==> config.mk <==
export PLATFORM = sky130hd
export DESIGN_NAME = cpu_instruction_execute
export DESIGN_NICKNAME = d
export VERILOG_FILES = /design/src/exec_pkg.sv /design/src/cpu_instruction_execute.sv /design/src/exec_regfile.sv
export SDC_FILE = /design/constraint.sdc
export NUM_CORES = 1
export LEC_CHECK = 0
export ABC_AREA = 1
export ABC_CLOCK_PERIOD_IN_PS = 5690
export BUFFER_PORTS_ARGS = -buffer_cell sky130_fd_sc_hd__buf_4
export CAP_MARGIN = 25
export CORE_MARGIN = 4
export CORE_UTILIZATION = 40
export CTS_CLUSTER_SIZE = 12
export DETAILED_ROUTE_END_ITERATION = 10
export PLACE_DENSITY_LB_ADDON = 0.25
export SLEW_MARGIN = 20
export SYNTH_ARGS = -nofsm -noshare
export SYNTH_HDL_FRONTEND = slang
export SYNTH_HIERARCHICAL = 1
export SYNTH_SLANG_ARGS = --single-unit
==> constraint.sdc <==
create_clock -name i_clk_sys -period 5.69 [get_ports i_clk_sys]
set_clock_uncertainty 0.2 [all_clocks]
set_input_delay 0.569 -clock i_clk_sys [delete_from_list [all_inputs] [get_ports i_clk_sys]]
set_output_delay 0.569 -clock i_clk_sys [all_outputs]
set_load 0.02 [all_outputs]
==> src/exec_pkg.sv <==
/*
  Shared constants and types for the instruction execute unit.
  Assumes an 8-bit datapath, sixteen working registers and a 22-bit PC.
*/
package exec_pkg;

  localparam int DATA_W = 8;
  localparam int REG_CNT = 16;
  localparam int REG_AW = 4;
  localparam int PC_W = 22;
  localparam int Z_W = 16;
  localparam int OFS_W = 7;

  // Z pointer pair sits in the two top working registers
  localparam logic [3:0] ZL_IDX = 4'hE;
  localparam logic [3:0] ZH_IDX = 4'hF;

  // Status register bit positions
  localparam int FLAG_C = 0;
  localparam int FLAG_Z = 1;
  localparam int FLAG_N = 2;
  localparam int FLAG_V = 3;
  localparam int FLAG_S = 4;
  localparam int FLAG_H = 5;
  localparam int FLAG_T = 6;
  localparam int FLAG_I = 7;
  localparam logic [7:0] STATUS_RST = 8'h00;
  localparam logic [7:0] REG_RST = 8'h00;

  // Cycle counts, minus the issue cycle
  localparam logic [1:0] JUMP_EXTRA = 2'h1;
  localparam logic [1:0] CALL_EXTRA = 2'h2;
  localparam logic [1:0] BRANCH_EXTRA = 2'h1;
  localparam logic [1:0] SKIP_EXTRA = 2'h1;

  typedef enum logic [4:0] {
    op_nop,
    op_add,
    op_add_carry,
    op_sub,
    op_sub_imm,
    op_sub_carry,
    op_sub_imm_with_carry,
    op_and,
    op_and_imm,
    op_or,
    op_or_immediate,
    op_exclusive_or,
    op_set_bits_op,
    op_clear_bits_op,
    op_test_op,
    op_cmp,
    op_cmp_carry,
    op_cmp_imm,
    op_indirect_jump,
    op_indirect_call,
    op_compare_skip_equal,
    op_skip_reg_bit_clear,
    op_skip_reg_bit_set,
    op_skip_io_bit_clear,
    op_skip_io_bit_set,
    op_branch_flag_set,
    op_branch_flag_clear
  } op_e;

  typedef struct packed {
    op_e op;
    logic [3:0] rd;
    logic [3:0] rr;
    logic [7:0] imm;
    logic [2:0] bit_sel;
    logic [6:0] offset;
    logic next_two_word;
  } instr_s;

endpackage

==> src/cpu_instruction_execute.sv <==
/*
  Execute stage for arithmetic, logic, skip, indirect jump/call and
  flag branches. Assumes the fetch side presents one decoded instruction
  with i_valid and holds it until o_ready takes it, and supplies the
  selected I/O bit for I/O skips alongside the instruction.
*/
`timescale 1ns/100ps
module cpu_instruction_execute import exec_pkg::*; #(
  parameter int ADDR_W = PC_W
) (
  input wire logic i_clk_sys,
  input wire logic i_rst,
  input wire logic i_valid,
  input wire instr_s i_instr,
  input wire logic i_io_bit,
  input wire logic i_ext_we,
  input wire logic [REG_AW-1:0] i_ext_addr,
  input wire logic [DATA_W-1:0] i_ext_data,
  output logic o_ready,
  output logic o_done,
  output logic [ADDR_W-1:0] o_pc,
  output logic [DATA_W-1:0] o_status,
  output logic o_call_push,
  output logic [ADDR_W-1:0] o_call_ret
);

  typedef enum logic {st_run, st_stall} state_e;

  if (ADDR_W < Z_W) begin : g_bad_pc
    $error("PC must be at least as wide as the Z pointer");
  end

  state_e state_reg;
  logic [1:0] cnt_reg;
  logic ready_reg, done_reg, push_reg;
  logic [ADDR_W-1:0] pc_reg, ret_reg;
  logic [DATA_W-1:0] status_reg;

  wire op_e op = i_instr.op;
  wire take = i_valid & ready_reg;
  logic [DATA_W-1:0] a, rr_data;
  logic [Z_W-1:0] zptr;

  // Operation classes
  wire is_add = op == op_add || op == op_add_carry;
  wire is_cmp = op == op_cmp || op == op_cmp_carry || op == op_cmp_imm;
  wire is_sub = op == op_sub || op == op_sub_imm || op == op_sub_carry ||
                op == op_sub_imm_with_carry || is_cmp;
  wire use_c = op == op_add_carry || op == op_sub_carry ||
               op == op_sub_imm_with_carry || op == op_cmp_carry;
  wire is_andf = op == op_and || op == op_and_imm || op == op_test_op;
  wire is_orf = op == op_or || op == op_or_immediate ||
                op == op_set_bits_op;
  wire is_xor = op == op_exclusive_or;
  wire is_cbr = op == op_clear_bits_op;
  wire is_logic = is_andf || is_orf || is_xor || is_cbr;
  wire use_imm = op == op_sub_imm || op == op_sub_imm_with_carry ||
                 op == op_and_imm || op == op_or_immediate ||
                 op == op_set_bits_op || op == op_clear_bits_op ||
                 op == op_cmp_imm;
  wire is_tst = op == op_test_op;

  // Operand selection; test uses the register against itself
  wire [DATA_W-1:0] b = use_imm ? i_instr.imm :
                        (is_tst ? a : rr_data);
  wire cin = use_c & status_reg[FLAG_C];
  wire [DATA_W:0] sum = {1'b0, a} + {1'b0, b} + {8'h00, cin};
  wire [DATA_W:0] diff = {1'b0, a} - {1'b0, b} - {8'h00, cin};

  wire [DATA_W-1:0] log_res = is_andf ? (a & b) :
                              is_orf ? (a | b) :
                              is_xor ? (a ^ b) :
                              (a & ~b);
  wire [DATA_W-1:0] res = is_add ? sum[DATA_W-1:0] :
                          is_sub ? diff[DATA_W-1:0] : log_res;

  // Half-carry from operand and result bit 3, overflow from operand and result sign bits
  wire h_add = (a[3] & b[3]) | (b[3] & ~res[3]) | (~res[3] & a[3]);
  wire v_add = (a[7] & b[7] & ~res[7]) | (~a[7] & ~b[7] & res[7]);
  wire h_sub = (~a[3] & b[3]) | (b[3] & res[3]) | (res[3] & ~a[3]);
  wire v_sub = (a[7] & ~b[7] & ~res[7]) | (~a[7] & b[7] & res[7]);

  // Carry-chained subtracts only keep Z if it was already set
  wire z_raw = res == 8'h00;
  wire f_z = (is_sub && use_c) ? (z_raw & status_reg[FLAG_Z]) : z_raw;
  wire f_n = res[7];
  wire f_v = is_add ? v_add : (is_sub ? v_sub : 1'b0);
  wire f_s = f_n ^ f_v;
  wire f_h = is_logic ? status_reg[FLAG_H] : (is_add ? h_add : h_sub);
  wire f_c = is_logic ? status_reg[FLAG_C] : (is_add ? sum[8] : diff[8]);
  wire [DATA_W-1:0] status_alu = {status_reg[FLAG_I], status_reg[FLAG_T],
                                  f_h, f_s, f_v, f_n, f_z, f_c};
  wire alu_op = is_add || is_sub || is_logic;
  wire alu_we = take && alu_op && !is_cmp;
  wire rf_we = alu_we || (i_ext_we && !alu_we);
  wire [REG_AW-1:0] rf_waddr = alu_we ? i_instr.rd : i_ext_addr;
  wire [DATA_W-1:0] rf_wdata = alu_we ? res : i_ext_data;

  // Skips and branches
  wire rbit = rr_data[i_instr.bit_sel];
  wire skip_go = (op == op_compare_skip_equal && a == rr_data) ||
                 (op == op_skip_reg_bit_clear && !rbit) ||
                 (op == op_skip_reg_bit_set && rbit) ||
                 (op == op_skip_io_bit_clear && !i_io_bit) ||
                 (op == op_skip_io_bit_set && i_io_bit);
  wire fbit = status_reg[i_instr.bit_sel];
  wire br_go = (op == op_branch_flag_set && fbit) ||
               (op == op_branch_flag_clear && !fbit);
  wire is_ind = op == op_indirect_jump || op == op_indirect_call;

  wire [ADDR_W-1:0] pc_inc = pc_reg + ADDR_W'(1);
  wire [ADDR_W-1:0] pc_skip = pc_reg + ADDR_W'(2) +
                              ADDR_W'(i_instr.next_two_word);
  wire [ADDR_W-1:0] k_ext = {{(ADDR_W-OFS_W){i_instr.offset[6]}},
                             i_instr.offset};
  wire [ADDR_W-1:0] pc_br = pc_reg + k_ext + ADDR_W'(1);
  wire [ADDR_W-1:0] pc_z = {{(ADDR_W-Z_W){1'b0}}, zptr};
  wire [ADDR_W-1:0] pc_next = is_ind ? pc_z : br_go ? pc_br :
                              skip_go ? pc_skip : pc_inc;

  // Extra cycles beyond the issue cycle
  wire [1:0] extra = op == op_indirect_jump ? JUMP_EXTRA :
                     op == op_indirect_call ? CALL_EXTRA :
                     br_go ? BRANCH_EXTRA :
                     skip_go ? SKIP_EXTRA + 2'(i_instr.next_two_word) :
                     2'h0;

  exec_regfile u_regs (
    .i_clk_sys(i_clk_sys),
    .i_rst(i_rst),
    .i_we(rf_we),
    .i_waddr(rf_waddr),
    .i_wdata(rf_wdata),
    .i_raddr_a(i_instr.rd),
    .i_raddr_b(i_instr.rr),
    .o_rdata_a(a),
    .o_rdata_b(rr_data),
    .o_zptr(zptr)
  );

  always_ff @(posedge i_clk_sys) begin
    if (i_rst) begin
      pc_reg <= '0;
      status_reg <= STATUS_RST;
      ret_reg <= '0;
    end else if (take) begin
      pc_reg <= pc_next;
      if (alu_op) begin
        status_reg <= status_alu;
      end
      if (op == op_indirect_call) begin
        ret_reg <= pc_inc;
      end
    end
  end

  always_ff @(posedge i_clk_sys) begin
    if (i_rst) begin
      state_reg <= st_run;
      cnt_reg <= 2'h0;
      ready_reg <= 1'b1;
      done_reg <= 1'b0;
      push_reg <= 1'b0;
    end else begin
      push_reg <= take && op == op_indirect_call;
      done_reg <= 1'b0;
      unique case (state_reg)
        st_run: begin
          if (take && extra != 2'h0) begin
            state_reg <= st_stall;
            cnt_reg <= extra;
            ready_reg <= 1'b0;
          end else if (take) begin
            done_reg <= 1'b1;
          end
        end
        st_stall: begin
          cnt_reg <= cnt_reg - 2'h1;
          if (cnt_reg == 2'h1) begin
            state_reg <= st_run;
            ready_reg <= 1'b1;
            done_reg <= 1'b1;
          end
        end
      endcase
    end
  end

  assign o_ready = ready_reg;
  assign o_done = done_reg;
  assign o_pc = pc_reg;
  assign o_status = status_reg;
  assign o_call_push = push_reg;
  assign o_call_ret = ret_reg;
endmodule

==> src/exec_regfile.sv <==
/*
  Working register file: one write port, two read ports, Z pointer tap.
  Assumes the caller arbitrates between writers.
*/
`timescale 1ns/100ps
module exec_regfile import exec_pkg::*; #(
  parameter int WIDTH = DATA_W,
  parameter int DEPTH = REG_CNT
) (
  input wire logic i_clk_sys,
  input wire logic i_rst,
  input wire logic i_we,
  input wire logic [REG_AW-1:0] i_waddr,
  input wire logic [WIDTH-1:0] i_wdata,
  input wire logic [REG_AW-1:0] i_raddr_a,
  input wire logic [REG_AW-1:0] i_raddr_b,
  output logic [WIDTH-1:0] o_rdata_a,
  output logic [WIDTH-1:0] o_rdata_b,
  output logic [2*WIDTH-1:0] o_zptr
);

  logic [WIDTH-1:0] mem_reg [DEPTH];

  if (DEPTH != (1 << REG_AW)) begin : g_bad_depth
    $error("Register file depth must match address width");
  end

  for (genvar i = 0; i < DEPTH; i++) begin : g_entry
    always_ff @(posedge i_clk_sys) begin
      if (i_rst) begin
        mem_reg[i] <= WIDTH'(REG_RST);
      end else if (i_we && i_waddr == REG_AW'(i)) begin
        mem_reg[i] <= i_wdata;
      end
    end
  end

  // Combinational read keeps ALU operations to one cycle
  assign o_rdata_a = mem_reg[i_raddr_a];
  assign o_rdata_b = mem_reg[i_raddr_b];
  assign o_zptr = {mem_reg[ZH_IDX], mem_reg[ZL_IDX]};

endmodule

Word level (Yosys, flattened, before mapping)

Memory sizes are Yosys's and may differ from the RTL's.
Cells that the tools add are included.

Register bits after elaboration: 56
RAM bits: 128
Input port bits: 49
Output and inout bits: 55
Logic and storage cells: 295
Memories kept: 1

Memories:

| memory         | words | width | read ports | clocked after Yosys merged registers in | wr ports | RTL line           | RTL |
|---|---|---|---|---|---|---|---|
| u_regs.mem_reg | 16    | 8     | 4          | 0                                       | 16       | exec_regfile.sv:22 | `logic [WIDTH-1:0] mem_reg [DEPTH];` |

$add $sub $neg: 11
Magnitude comparators: 1
Equality and inequality tests: 45
Muxes and demuxes: 103
Bitwise operators: 52
Reductions and logical operators: 73

Operators by type and width:

| cell                                           | count |
|---|---|
| 2-to-1 mux 8 bit                               | 24 |
| 2-to-1 mux 22 bit                              | 3 |
| 2-to-1 mux 1 bit                               | 64 |
| == test 5 bit (second input constant)          | 11 |
| adder 22 x 1 -> 22 bit (second input constant) | 2 |
| == test 5 x 4 -> 1 bit (second input constant) | 8 |
| == test 4 bit (second input constant)          | 8 |
| logical OR 1 bit                               | 32 |
| logical AND 1 bit                              | 29 |
| adder 22 x 1 -> 22 bit                         | 1 |
| adder 22 x 2 -> 22 bit (second input constant) | 1 |
| adder 22 bit                                   | 1 |
| bitwise OR 1 bit                               | 22 |
| == test 5 x 3 -> 1 bit (second input constant) | 4 |
| AND 1 bit                                      | 17 |
| AND 8 bit                                      | 2 |
| == test 4 x 3 -> 1 bit (second input constant) | 4 |
| == test 5 x 2 -> 1 bit (second input constant) | 2 |
| 2-to-1 mux 2 bit                               | 5 |
| adder 8 x 8 -> 9 bit                           | 1 |
| adder 9 x 1 -> 9 bit                           | 1 |
| subtractor 8 x 8 -> 9 bit                      | 1 |
| subtractor 9 x 1 -> 9 bit                      | 1 |
| == test 4 x 2 -> 1 bit (second input constant) | 2 |
| other kinds (24)                               | 39 |

Depth between registers and ports, before layout

Gate-level depths: netlist (run 1).

Depth in word-level cells: 21
Mapped depth: 33
Depth with buffers taken out: 32

Cells and area by module

Netlist (run 1), hierarchy kept.

By module, submodules not included:

| module                  | times used | cells each | area an instance (um^2) | sequential area each (um^2) |
|---|---|---|---|---|
| exec_regfile            | 1          | 1016       | 7552.2                  | 3843.7 |
| cpu_instruction_execute | 1          | 1236       | 7385.8                  | 1121.1 |

Least setup slack after synthesis (run 1)

No wires, ideal clock.

Path kind: input to register
From: input i_instr[24] in the netlist's numbering
To: memory u_regs/mem_reg[0][6] in the netlist's numbering (data pin)
Setup time: 0.266 ns
Arrival: 3.963 ns
Data required time: 5.224 ns
Slack: 1.261 ns
Stages: 30
Buffers on the path: 3
Path through: clkbuf_1 > clkbuf_1 > nand3_1 > nand3_1 > nand3_1 > nand2_1 > nand2_1 > nand2_1 > nand2_1 > nand2_1 > xor2_1 > inv_1 > ha_1 > a31o_2 > fa_1 > o21ai_0 > nand2_1 > nand2_1 > nand2_1 > nand2_1 > nand2_1 > nand2_1 > nand3_1 > nand3_1 > nand2_1 > nand2_1 > nand2_1 > inv_1 > clkbuf_1 > nor2_1

RTL lines:

| element     | RTL line                      | RTL |
|---|---|---|
| from (decl) | cpu_instruction_execute.sv:14 | `input wire instr_s i_instr,` |
| to (decl)   | exec_regfile.sv:22            |  |

==> results of run 1 <==
-- per-layer routing --
metal	vias to the layer above	wire (um)	global-route usage (%)	part of all wire, %
li1	7362	-	-	-
met1	6953	23300	35.6	45
met2	607	22900	39.4	45
met3	64	3830	3.80	7.4
met4	0	1390	7.71	2.7
met5	-	0	0	0
-- power groups by stage --
stage	Clock, W	Sequential [W]	Combinational (W)
final	0.00123	0.00154	0.00121
after global routing	0.00130	0.00155	0.00135
after CTS	0.00125	0.00154	0.00119
after detailed placement	0	0.00157	0.00119
after global placement	0	0.00157	0.00118
after floorplan	0	0.00157	0.000804
-- stage by stage --
stage	util (%)	total power [W]	area, sq um	instances
finish	45.5	0.00399	16700	2787
floorplan	-	0.00237	14900	2253
CTS	45.5	0.00399	16700	2787
global placement	43.9	0.00275	16100	2755
global route	45.5	0.00420	16700	2787
detailed placement	43.9	0.00276	16100	2755
-- logic make-up (layout without fill, tap and decap cells) --
logic type / count (synthesis) / count (layout) / synth area share, %
AND/OR/NAND/NOR: 1301 / 1301 / 38.0
XOR/XNOR: 61 / 61 / 3.58
flip-flops: 184 / 184 / 33.2
buffers and inverters: 406 / 472 / 10.9
other: 1 / 2 / 0.0251
adder cells (fa/ha/maj): 67 / 67 / 5.81
AO/OA/AOI/OAI: 232 / 232 / 8.46
-- worst register-to-register path: stages (launching register included) --
cell      delay, ns
edfxtp_1       0.42
inv_1          0.10
nand2_1        0.06
nand3_1        0.09
nand3_1        0.09
nand3_1        0.14
nand2_1        0.16
inv_1          0.17
nand2_1        0.06
o21ai_0        0.07
o21ai_0        0.18
ha_1           0.42
inv_1          0.12
ha_1           0.37
a21oi_1        0.24
nor2_1         0.08
nor2_1         0.14
nand3b_1       0.11
nand3_2        0.10
nand2_2        0.08
nand2_2        0.08
nand2_2        0.06
inv_2          0.12
o21ai_0        0.09
inv_1          0.06
buf_4          0.26
nor2_1         0.09
-- area by class of cell --
type	count	area, sq um	area share, %
clock buffers	17	425	2.55
clock inverters	15	159	0.953
inverters	303	1140	6.86
multi-input cells	1663	8350	50.0
flip-flops and latches	184	4960	29.8
well taps	468	586	3.51
repair buffers	137	1050	6.32
-- cells in the mapped netlist (3+ instances only) --
| master | n |
|---|---|
| nand2_4 | 5 |
| o211ai_1 | 22 |
| buf_2 | 29 |
| ha_1 | 63 |
| nor2_2 | 8 |
| nor3_1 | 11 |
| dfxtp_1 | 56 |
| o21ai_1 | 13 |
| nor2_1 | 247 |
| fa_1 | 4 |
| or2_2 | 7 |
| edfxtp_1 | 128 |
| o31ai_1 | 3 |
| nor2_4 | 6 |
| nand2_1 | 632 |
| clkbuf_1 | 58 |
| buf_1 | 5 |
| a21o_1 | 4 |
| nand2_2 | 12 |
| a31oi_1 | 7 |
| inv_4 | 3 |
| xnor2_1 | 20 |
| o21ai_0 | 96 |
| inv_2 | 15 |
| nor4_1 | 3 |
| buf_6 | 5 |
| inv_1 | 284 |
| nand4_1 | 22 |
| xor2_1 | 41 |
| buf_4 | 6 |
| nand3_2 | 10 |
| nand3_1 | 326 |
| a21oi_1 | 80 |
-- worst paths after layout --
path | from | endpoint | slack (ns) | cells after the start
worst max-delay path | i_instr[20] | u_regs/mem_reg[11][7] | 0.95 | 25
worst min-delay path | o_call_ret[2] | o_call_ret[2] | 0.27 | 2
worst max register to register | u_regs/mem_reg[9][4] | u_regs/mem_reg[11][7] | 1.26 | 26
worst min register to register | o_call_ret[2] | o_call_ret[2] | 0.27 | 2
==> flow_summary.html, run 1 <==
<table>
<tr><th>Metric</th><th>Value</th></tr>
<tr><th colspan="2">Power</th></tr>
<tr><td>Clock network fraction of total power</td><td>a little under a third</td></tr>
<tr><td>Peak supply drop</td><td>254 uV</td></tr>
<tr><td>Portion of total power attributed to sequential cells</td><td>38.6%</td></tr>
<tr><td>Leakage power total</td><td>roughly 8.1 nW</td></tr>
<tr><td>Power spent charging and discharging nets</td><td>around 0.0015 W</td></tr>
<tr><td>Relative contribution of combinational cells to total power</td><td>a little under a third</td></tr>
<tr><td>Sw frac</td><td>a little under two fifths</td></tr>
<tr><td>Power density relative to cell area</td><td>239 nW/um^2</td></tr>
<tr><td>Internal power component</td><td>roughly 0.0025 W</td></tr>
<tr><th colspan="2">Logic synthesis</th></tr>
<tr><td>Synth area leader</td><td>edfxtp_1</td></tr>
<tr><td>YS warnings</td><td>6</td></tr>
<tr><td>Number of enable flip-flop cells after synthesis</td><td>128</td></tr>
<tr><td>Sequential area share after synthesis</td><td>between 30% and 40%</td></tr>
<tr><td>Share of the synthesized area in the top cell type</td><td>between 20% and 30%</td></tr>
<tr><td>Number of synthesized register bits</td><td>~180</td></tr>
<tr><td>Most common flop cell mapped by yosys</td><td>edfxtp_1</td></tr>
<tr><td>Async set-reset flop share out of synthesis</td><td>0%</td></tr>
<tr><td>Top cells by area in the synthesized netlist</td><td>edfxtp_1, nand2_1, nand3_1</td></tr>
<tr><td>Cell area after technology mapping</td><td>14900 sq um</td></tr>
<tr><td>Distinct cells, synth</td><td>just under 50</td></tr>
<tr><td>Mean instance size in the synthesized netlist</td><td>~6.6 sq um</td></tr>
<tr><td>Synthesized netlist cell count</td><td>around 2300</td></tr>
<tr><th colspan="2">Die</th></tr>
<tr><td>Starting utilization of the core area</td><td>between 40% and 50%</td></tr>
<tr><td>Count of boundary I/O pins</td><td>around 100</td></tr>
<tr><td>Core Area</td><td>36700 sq um</td></tr>
<tr><td>Die width</td><td>201 um</td></tr>
<tr><td>Total die area</td><td>40500 sq um</td></tr>
<tr><td>Number of rows created at floorplan</td><td>70</td></tr>
<tr><td>Die outline height</td><td>between 200 and 250 um</td></tr>
<tr><th colspan="2">Setup path</th></tr>
<tr><td>Critical Path Fanout Max</td><td>19</td></tr>
<tr><td>CP Capture Type</td><td>flop</td></tr>
<tr><td>Worst setup SP type</td><td>input pin</td></tr>
<tr><td>Critical path buffer and inverter count</td><td>7</td></tr>
<tr><td>Crit path DAT</td><td>4.75 ns</td></tr>
<tr><td>Classification of the worst setup path</td><td>input pin to flop</td></tr>
<tr><td>Family with the most delay on the worst path</td><td>buffers and inverters</td></tr>
<tr><td>Highest cell delay on the worst timing path</td><td>roughly 0.56 ns</td></tr>
<tr><td>Master of the slowest instance on the critical path</td><td>inv_1</td></tr>
<tr><td>Required arrival time at the worst endpoint</td><td>~5.7 ns</td></tr>
<tr><th colspan="2">Global routing</th></tr>
<tr><td>Maximum number of pins on one net before global-route repair</td><td>between 60 and 70</td></tr>
<tr><td>Wire length of the first global-routing pass</td><td>roughly 81000 um</td></tr>
<tr><td>Overall fraction of global-route tracks in use</td><td>about a quarter</td></tr>
<tr><td>Residual overflow from global routing</td><td>0</td></tr>
<tr><td>Vias in the first global route</td><td>about 14000</td></tr>
<tr><td>Number of antenna violations at the first check in global routing</td><td>0</td></tr>
<tr><th colspan="2">Place</th></tr>
<tr><td>Placer's final routability congestion estimate</td><td>0.993</td></tr>
<tr><td>Post-detail-place hpwl</td><td>about 38000 um</td></tr>
<tr><td>Setup Slack @ Placement</td><td>0.601 ns</td></tr>
<tr><td>Port Buffers</td><td>~100</td></tr>
<tr><th colspan="2">Final layout</th></tr>
<tr><td>Area delta synth-&gt;final</td><td>11.7%</td></tr>
<tr><td>Number of flip-flops under the largest register name</td><td>between 100 and 150</td></tr>
<tr><td>Final-stage net count</td><td>2422</td></tr>
<tr><td>Commonest cells after routing, fill and taps aside</td><td>nand2_1, nand3_1, inv_1, nor2_1, buf_4</td></tr>
<tr><td>Most frequent standard cell in the layout excluding fill and tap cells</td><td>nand2_1</td></tr>
<tr><td>Antenna Diode Count</td><td>0</td></tr>
<tr><td>Fillers</td><td>3825</td></tr>
<tr><td>Layout cell share with drive strength beyond 1</td><td>between 10% and 20%</td></tr>
<tr><th colspan="2">Clock tree</th></tr>
<tr><td>Clock tree buffer depth</td><td>2</td></tr>
<tr><td>Post-CTS Resized</td><td>0</td></tr>
<tr><td>CTS tree</td><td>done</td></tr>
<tr><td>Number of hold-repair buffers added at the cts stage</td><td>0</td></tr>
<tr><td>Worst skew pair latency</td><td>~0.47 ns</td></tr>
<tr><td>Setup Buffers After CTS</td><td>0</td></tr>
<tr><td>Root buf cell</td><td>clkbuf_16</td></tr>
<tr><td>Number of levels in the clock H-tree</td><td>4</td></tr>
<tr><td>Clock buffers created by TritonCTS</td><td>17</td></tr>
<tr><td>CTS sink cnt</td><td>around 180</td></tr>
<tr><td>Clock slew at reported path FFs</td><td>~0.07 ns</td></tr>
<tr><th colspan="2">Hold path</th></tr>
<tr><td>Hold Crit Class</td><td>flop to flop</td></tr>
<tr><th colspan="2">Timing</th></tr>
<tr><td>Number of pins with negative max-slew slack in the final report</td><td>0</td></tr>
<tr><td>Least setup slack across all paths after layout</td><td>0.948 ns</td></tr>
<tr><td>Tightest Pin Transition</td><td>0.906 ns</td></tr>
<tr><td>Worst hold margin</td><td>0.268 ns</td></tr>
<tr><td>Final worst-path cycle share</td><td>83.3%</td></tr>
<tr><td>Total negative slack</td><td>0 ns</td></tr>
<tr><td>Setup violations, final</td><td>0</td></tr>
<tr><td>Worst max-slew margin expressed relative to the limit</td><td>39.5%</td></tr>
<tr><td>Final hold viol count</td><td>0</td></tr>
<tr><td>Maximum operating frequency</td><td>211 MHz</td></tr>
<tr><td>Final period demand of the worst path</td><td>4.74 ns</td></tr>
<tr><td>Setup repair after global routing missed its margin</td><td>false</td></tr>
<tr><th colspan="2">Detailed routing</th></tr>
<tr><td>Detailed-routing iteration count for the pre-antenna-repair pass</td><td>6</td></tr>
<tr><td>Post-route ant nets</td><td>0</td></tr>
<tr><td># DRC</td><td>0</td></tr>
<tr><td>Post-detailed-routing wire length</td><td>51400 um</td></tr>
<tr><td>Iteration-0 DRC Markers</td><td>1501</td></tr>
<tr><td>Avg WL per Cell</td><td>between 15 and 20 um</td></tr>
<tr><td>Vias</td><td>between 10000 and 15000</td></tr>
<tr><td>Post-DR vias/cell</td><td>approximately 5.4</td></tr>
<tr><th colspan="2">Flow run</th></tr>
<tr><td>Max-capacitance violation count</td><td>0</td></tr>
<tr><th colspan="2">Run status</th></tr>
<tr><td>Result of the run</td><td>complete, no violations</td></tr>
</table>
Power figures use the tool's default switching activity.
==> run 2: changes to the inputs <==
ABC_CLOCK_PERIOD_IN_PS = 4700   (was 5690)
clock period = 4.7 ns   (was 5.69 ns; I/O delays follow)
==> flow_summary.html, run 2 (synthesized netlist as in run 1, its figures left out) <==
<table>
<tr><th>Metric</th><th>Value</th></tr>
<tr><th colspan="2">Setup path</th></tr>
<tr><td>Crit path DAT</td><td>4.26 ns (-0.49 ns)</td></tr>
<tr><td>Worst path most repeated cell</td><td>nand2_1</td></tr>
<tr><td>CP Capture Type</td><td>flop</td></tr>
<tr><td>Master of the slowest instance on the critical path</td><td>edfxtp_1</td></tr>
<tr><td>Highest cell delay on the worst timing path</td><td>0.45 ns (-0.11 ns)</td></tr>
<tr><td>Critical Path Fanout Max</td><td>16 (-3)</td></tr>
<tr><td>Worst setup SP type</td><td>flop</td></tr>
<tr><td>Required arrival time at the worst endpoint</td><td>4.69 ns (-1.01 ns)</td></tr>
<tr><td>Classification of the worst setup path</td><td>flop to flop</td></tr>
<tr><th colspan="2">Detailed routing</th></tr>
<tr><td>Post-DR vias/cell</td><td>5.36 (-0.38%)</td></tr>
<tr><td>Avg WL per Cell</td><td>19.0 um (+3.0%)</td></tr>
<tr><td>Detailed-routing iteration count for the pre-antenna-repair pass</td><td>6 (unchanged)</td></tr>
<tr><td>Iteration-0 DRC Markers</td><td>1376 (-8.3%)</td></tr>
<tr><td># DRC</td><td>0 (unchanged)</td></tr>
<tr><td>Post-detailed-routing wire length</td><td>53900 um (+4.8%)</td></tr>
<tr><td>Vias</td><td>15200 (+1.4%)</td></tr>
<tr><td>Post-route ant nets</td><td>0 (unchanged)</td></tr>
<tr><th colspan="2">Global routing</th></tr>
<tr><td>Wire length of the first global-routing pass</td><td>84100 um (+3.3%)</td></tr>
<tr><td>Number of antenna violations at the first check in global routing</td><td>0 (unchanged)</td></tr>
<tr><td>M1 GR Usage</td><td>35.0% (-0.56 points)</td></tr>
<tr><td>Overall fraction of global-route tracks in use</td><td>26.1% (+1.1 points)</td></tr>
<tr><td>Vias in the first global route</td><td>14600 (+2.9%)</td></tr>
<tr><td>Met2 global-route usage</td><td>44.7% (+5.3 points)</td></tr>
<tr><td>Met3 layer usage reported by global route</td><td>3.63% (-0.18 points)</td></tr>
<tr><td>Residual overflow from global routing</td><td>0 (unchanged)</td></tr>
<tr><td>Top Usage Layer GRT</td><td>met2</td></tr>
<tr><td>Maximum number of pins on one net before global-route repair</td><td>52 (-21%)</td></tr>
<tr><th colspan="2">Clock tree</th></tr>
<tr><td>Clock tree buffer depth</td><td>2 (unchanged)</td></tr>
<tr><td>Number of hold-repair buffers added at the cts stage</td><td>0 (unchanged)</td></tr>
<tr><td>Post-CTS Resized</td><td>0 (unchanged)</td></tr>
<tr><td>CTS sink cnt</td><td>184 (unchanged)</td></tr>
<tr><td>Clock slew at reported path FFs</td><td>0.08 ns (about the same)</td></tr>
<tr><td>Worst skew pair latency</td><td>0.46 ns (about the same)</td></tr>
<tr><td>Number of levels in the clock H-tree</td><td>4 (unchanged)</td></tr>
<tr><td>Root buf cell</td><td>clkbuf_16</td></tr>
<tr><td>Clock buffers created by TritonCTS</td><td>17 (unchanged)</td></tr>
<tr><td>Setup Buffers After CTS</td><td>0 (unchanged)</td></tr>
<tr><td>CTS tree</td><td>done</td></tr>
<tr><th colspan="2">Flow run</th></tr>
<tr><td>Max-capacitance violation count</td><td>0 (unchanged)</td></tr>
<tr><th colspan="2">Power</th></tr>
<tr><td>Power spent charging and discharging nets</td><td>0.00183 W (+23%)</td></tr>
<tr><td>Leakage power total</td><td>8.36 nW (+3.2%)</td></tr>
<tr><td>Internal power component</td><td>0.00305 W (+22%)</td></tr>
<tr><td>Sw frac</td><td>37.5% (+0.097 points)</td></tr>
<tr><td>Power density relative to cell area</td><td>284 nW/um^2 (+19%)</td></tr>
<tr><td>Portion of total power attributed to sequential cells</td><td>38.3% (-0.3 points)</td></tr>
<tr><td>Peak supply drop</td><td>272 uV (+7.0%)</td></tr>
<tr><td>Relative contribution of combinational cells to total power</td><td>32.3% (+1.9 points)</td></tr>
<tr><td>Clock network fraction of total power</td><td>29.4% (-1.6 points)</td></tr>
<tr><th colspan="2">Final layout</th></tr>
<tr><td>Commonest cells after routing, fill and taps aside</td><td>nand2_1, nand3_1, inv_1, nor2_1, buf_4</td></tr>
<tr><td>Area of combinational cells with multiple inputs</td><td>8350 sq um (unchanged)</td></tr>
<tr><td>Number of flip-flops under the largest register name</td><td>128 (unchanged)</td></tr>
<tr><td>Reg area</td><td>4960 sq um (unchanged)</td></tr>
<tr><td>Fillers</td><td>3820 (-0.13%)</td></tr>
<tr><td>Most frequent standard cell in the layout excluding fill and tap cells</td><td>nand2_1</td></tr>
<tr><td>Final-stage net count</td><td>2471 (+2.0%)</td></tr>
<tr><td>Final instance count without filler cells</td><td>2836 (+1.8%)</td></tr>
<tr><td>Layout cell share with drive strength beyond 1</td><td>12.4% (+1.9 points)</td></tr>
<tr><td>Area delta synth-&gt;final</td><td>14.7%</td></tr>
<tr><td>Final std cell area, no fill</td><td>17100 sq um (+2.8%)</td></tr>
<tr><td>Antenna Diode Count</td><td>0 (unchanged)</td></tr>
<tr><th colspan="2">Timing</th></tr>
<tr><td>Least setup slack across all paths after layout</td><td>0.430 ns (-0.518 ns)</td></tr>
<tr><td>Worst hold margin</td><td>0.259 ns (-0.00917 ns)</td></tr>
<tr><td>Total negative slack</td><td>0 ns (unchanged)</td></tr>
<tr><td>Number of pins with negative max-slew slack in the final report</td><td>0 (unchanged)</td></tr>
<tr><td>Tightest Pin Transition</td><td>0.948 ns (+0.0417 ns)</td></tr>
<tr><td>Maximum operating frequency</td><td>around 230 MHz</td></tr>
<tr><td>Final hold viol count</td><td>0 (unchanged)</td></tr>
<tr><td>Final period demand of the worst path</td><td>approximately 4.3 ns</td></tr>
<tr><td>Worst max-slew margin expressed relative to the limit</td><td>36.7% (-2.8 points)</td></tr>
<tr><td>Setup repair after global routing missed its margin</td><td>false</td></tr>
<tr><td>Final worst-path cycle share</td><td>around 91%</td></tr>
<tr><td>Setup violations, final</td><td>0 (unchanged)</td></tr>
<tr><th colspan="2">Die</th></tr>
<tr><td>Core Area</td><td>36700 sq um (unchanged)</td></tr>
<tr><td>Number of rows created at floorplan</td><td>70 (unchanged)</td></tr>
<tr><td>Die outline height</td><td>201 um (unchanged)</td></tr>
<tr><td>Starting utilization of the core area</td><td>40.7% (unchanged)</td></tr>
<tr><td>Total die area</td><td>40500 sq um (unchanged)</td></tr>
<tr><td>Count of boundary I/O pins</td><td>104 (unchanged)</td></tr>
<tr><td>Die width</td><td>201 um (unchanged)</td></tr>
<tr><th colspan="2">Place</th></tr>
<tr><td>Placement Cell Area</td><td>16600 sq um (+3.0%)</td></tr>
<tr><td>Post-detail-place hpwl</td><td>40800 um (+6.2%)</td></tr>
<tr><td>Port Buffers</td><td>101 (unchanged)</td></tr>
<tr><td>Setup Slack @ Placement</td><td>0.0860 ns (-0.515 ns)</td></tr>
<tr><td>Dpl cells</td><td>2804 (+1.8%)</td></tr>
<tr><td>Placer's final routability congestion estimate</td><td>0.982 (-1.1%)</td></tr>
<tr><th colspan="2">Run status</th></tr>
<tr><td>Result of the run</td><td>complete, no violations</td></tr>
<tr><th colspan="2">Hold path</th></tr>
<tr><td>Hold Crit Class</td><td>input pin to flop</td></tr>
</table>
## run 2: changes by cell type in the layout (fill, tap and decap cells not counted)
cell        change
clkbuf_1        +1
inv_6           -1
buf_4          +40
clkinv_1        -1
clkinvlp_2      +1
bufinv_16       -1
clkinv_2        -1
buf_12          +9
clkinv_4        +2
## run 2: power groups by stage
stage	clock network, W	registers, W	logic (W)
2_1_floorplan	0	0.00190	0.000974
3_3_place_gp	0	0.00190	0.00155
3_5_place_dp	0	0.00190	0.00155
4_1_cts	0.00146	0.00187	0.00156
5_1_grt	0.00153	0.00187	0.00174
6_report	0.00143	0.00186	0.00158
## run 2: metrics by stage
step	utilization, %	total power [W]
after floorplan	-	0.00288
after global placement	45.2	0.00344
after detailed placement	45.2	0.00345
after CTS	46.7	0.00488
after global routing	46.7	0.00514
final	46.7	0.00487
## run 2: area by class of cell
class,count,share of cell area [%]
Multi-Input combinational cell,1663,48.7
Clock inverter,14,0.781
Clock buffer,18,2.50
Timing Repair Buffer,186,8.95
Tap cell,468,3.42
Sequential cell,184,29.0
Inverter,303,6.68
## run 2: worst max-delay path, delay by kind of cell (launching register included)
| family | cells | cell delay [ns] |
|---|---|---|
| buffers and inverters | 4 | 0.45 |
| XOR/XNOR | 1 | 0.16 |
| AND/OR/NAND/NOR | 21 | 1.73 |
| adder cells (fa/ha/maj) | 2 | 0.59 |
| AO/OA/AOI/OAI | 2 | 0.42 |
| flip-flops | 1 | 0.45 |
## run 2: path summary, 6_finish.rpt
path / startpoint / endpoint / slack, ns / cells past startpoint
max reg2reg: u_regs/mem_reg[14][0] / u_regs/mem_reg[11][6] / 0.43 / 30
max: u_regs/mem_reg[14][0] / u_regs/mem_reg[11][6] / 0.43 / 30
min reg2reg: o_call_ret[2] / o_call_ret[2] / 0.28 / 2
min: i_rst / o_pc[15] / 0.26 / 2
## run 2: per-layer routing
metal | share of wire, % | vias to the layer above | wire length [um]
li1 | - | 7457 | -
met1 | 44 | 7151 | 23700
met2 | 49 | 522 | 26200
met3 | 5.5 | 61 | 2970
met4 | 2.0 | 0 | 1080
met5 | 0 | - | 0
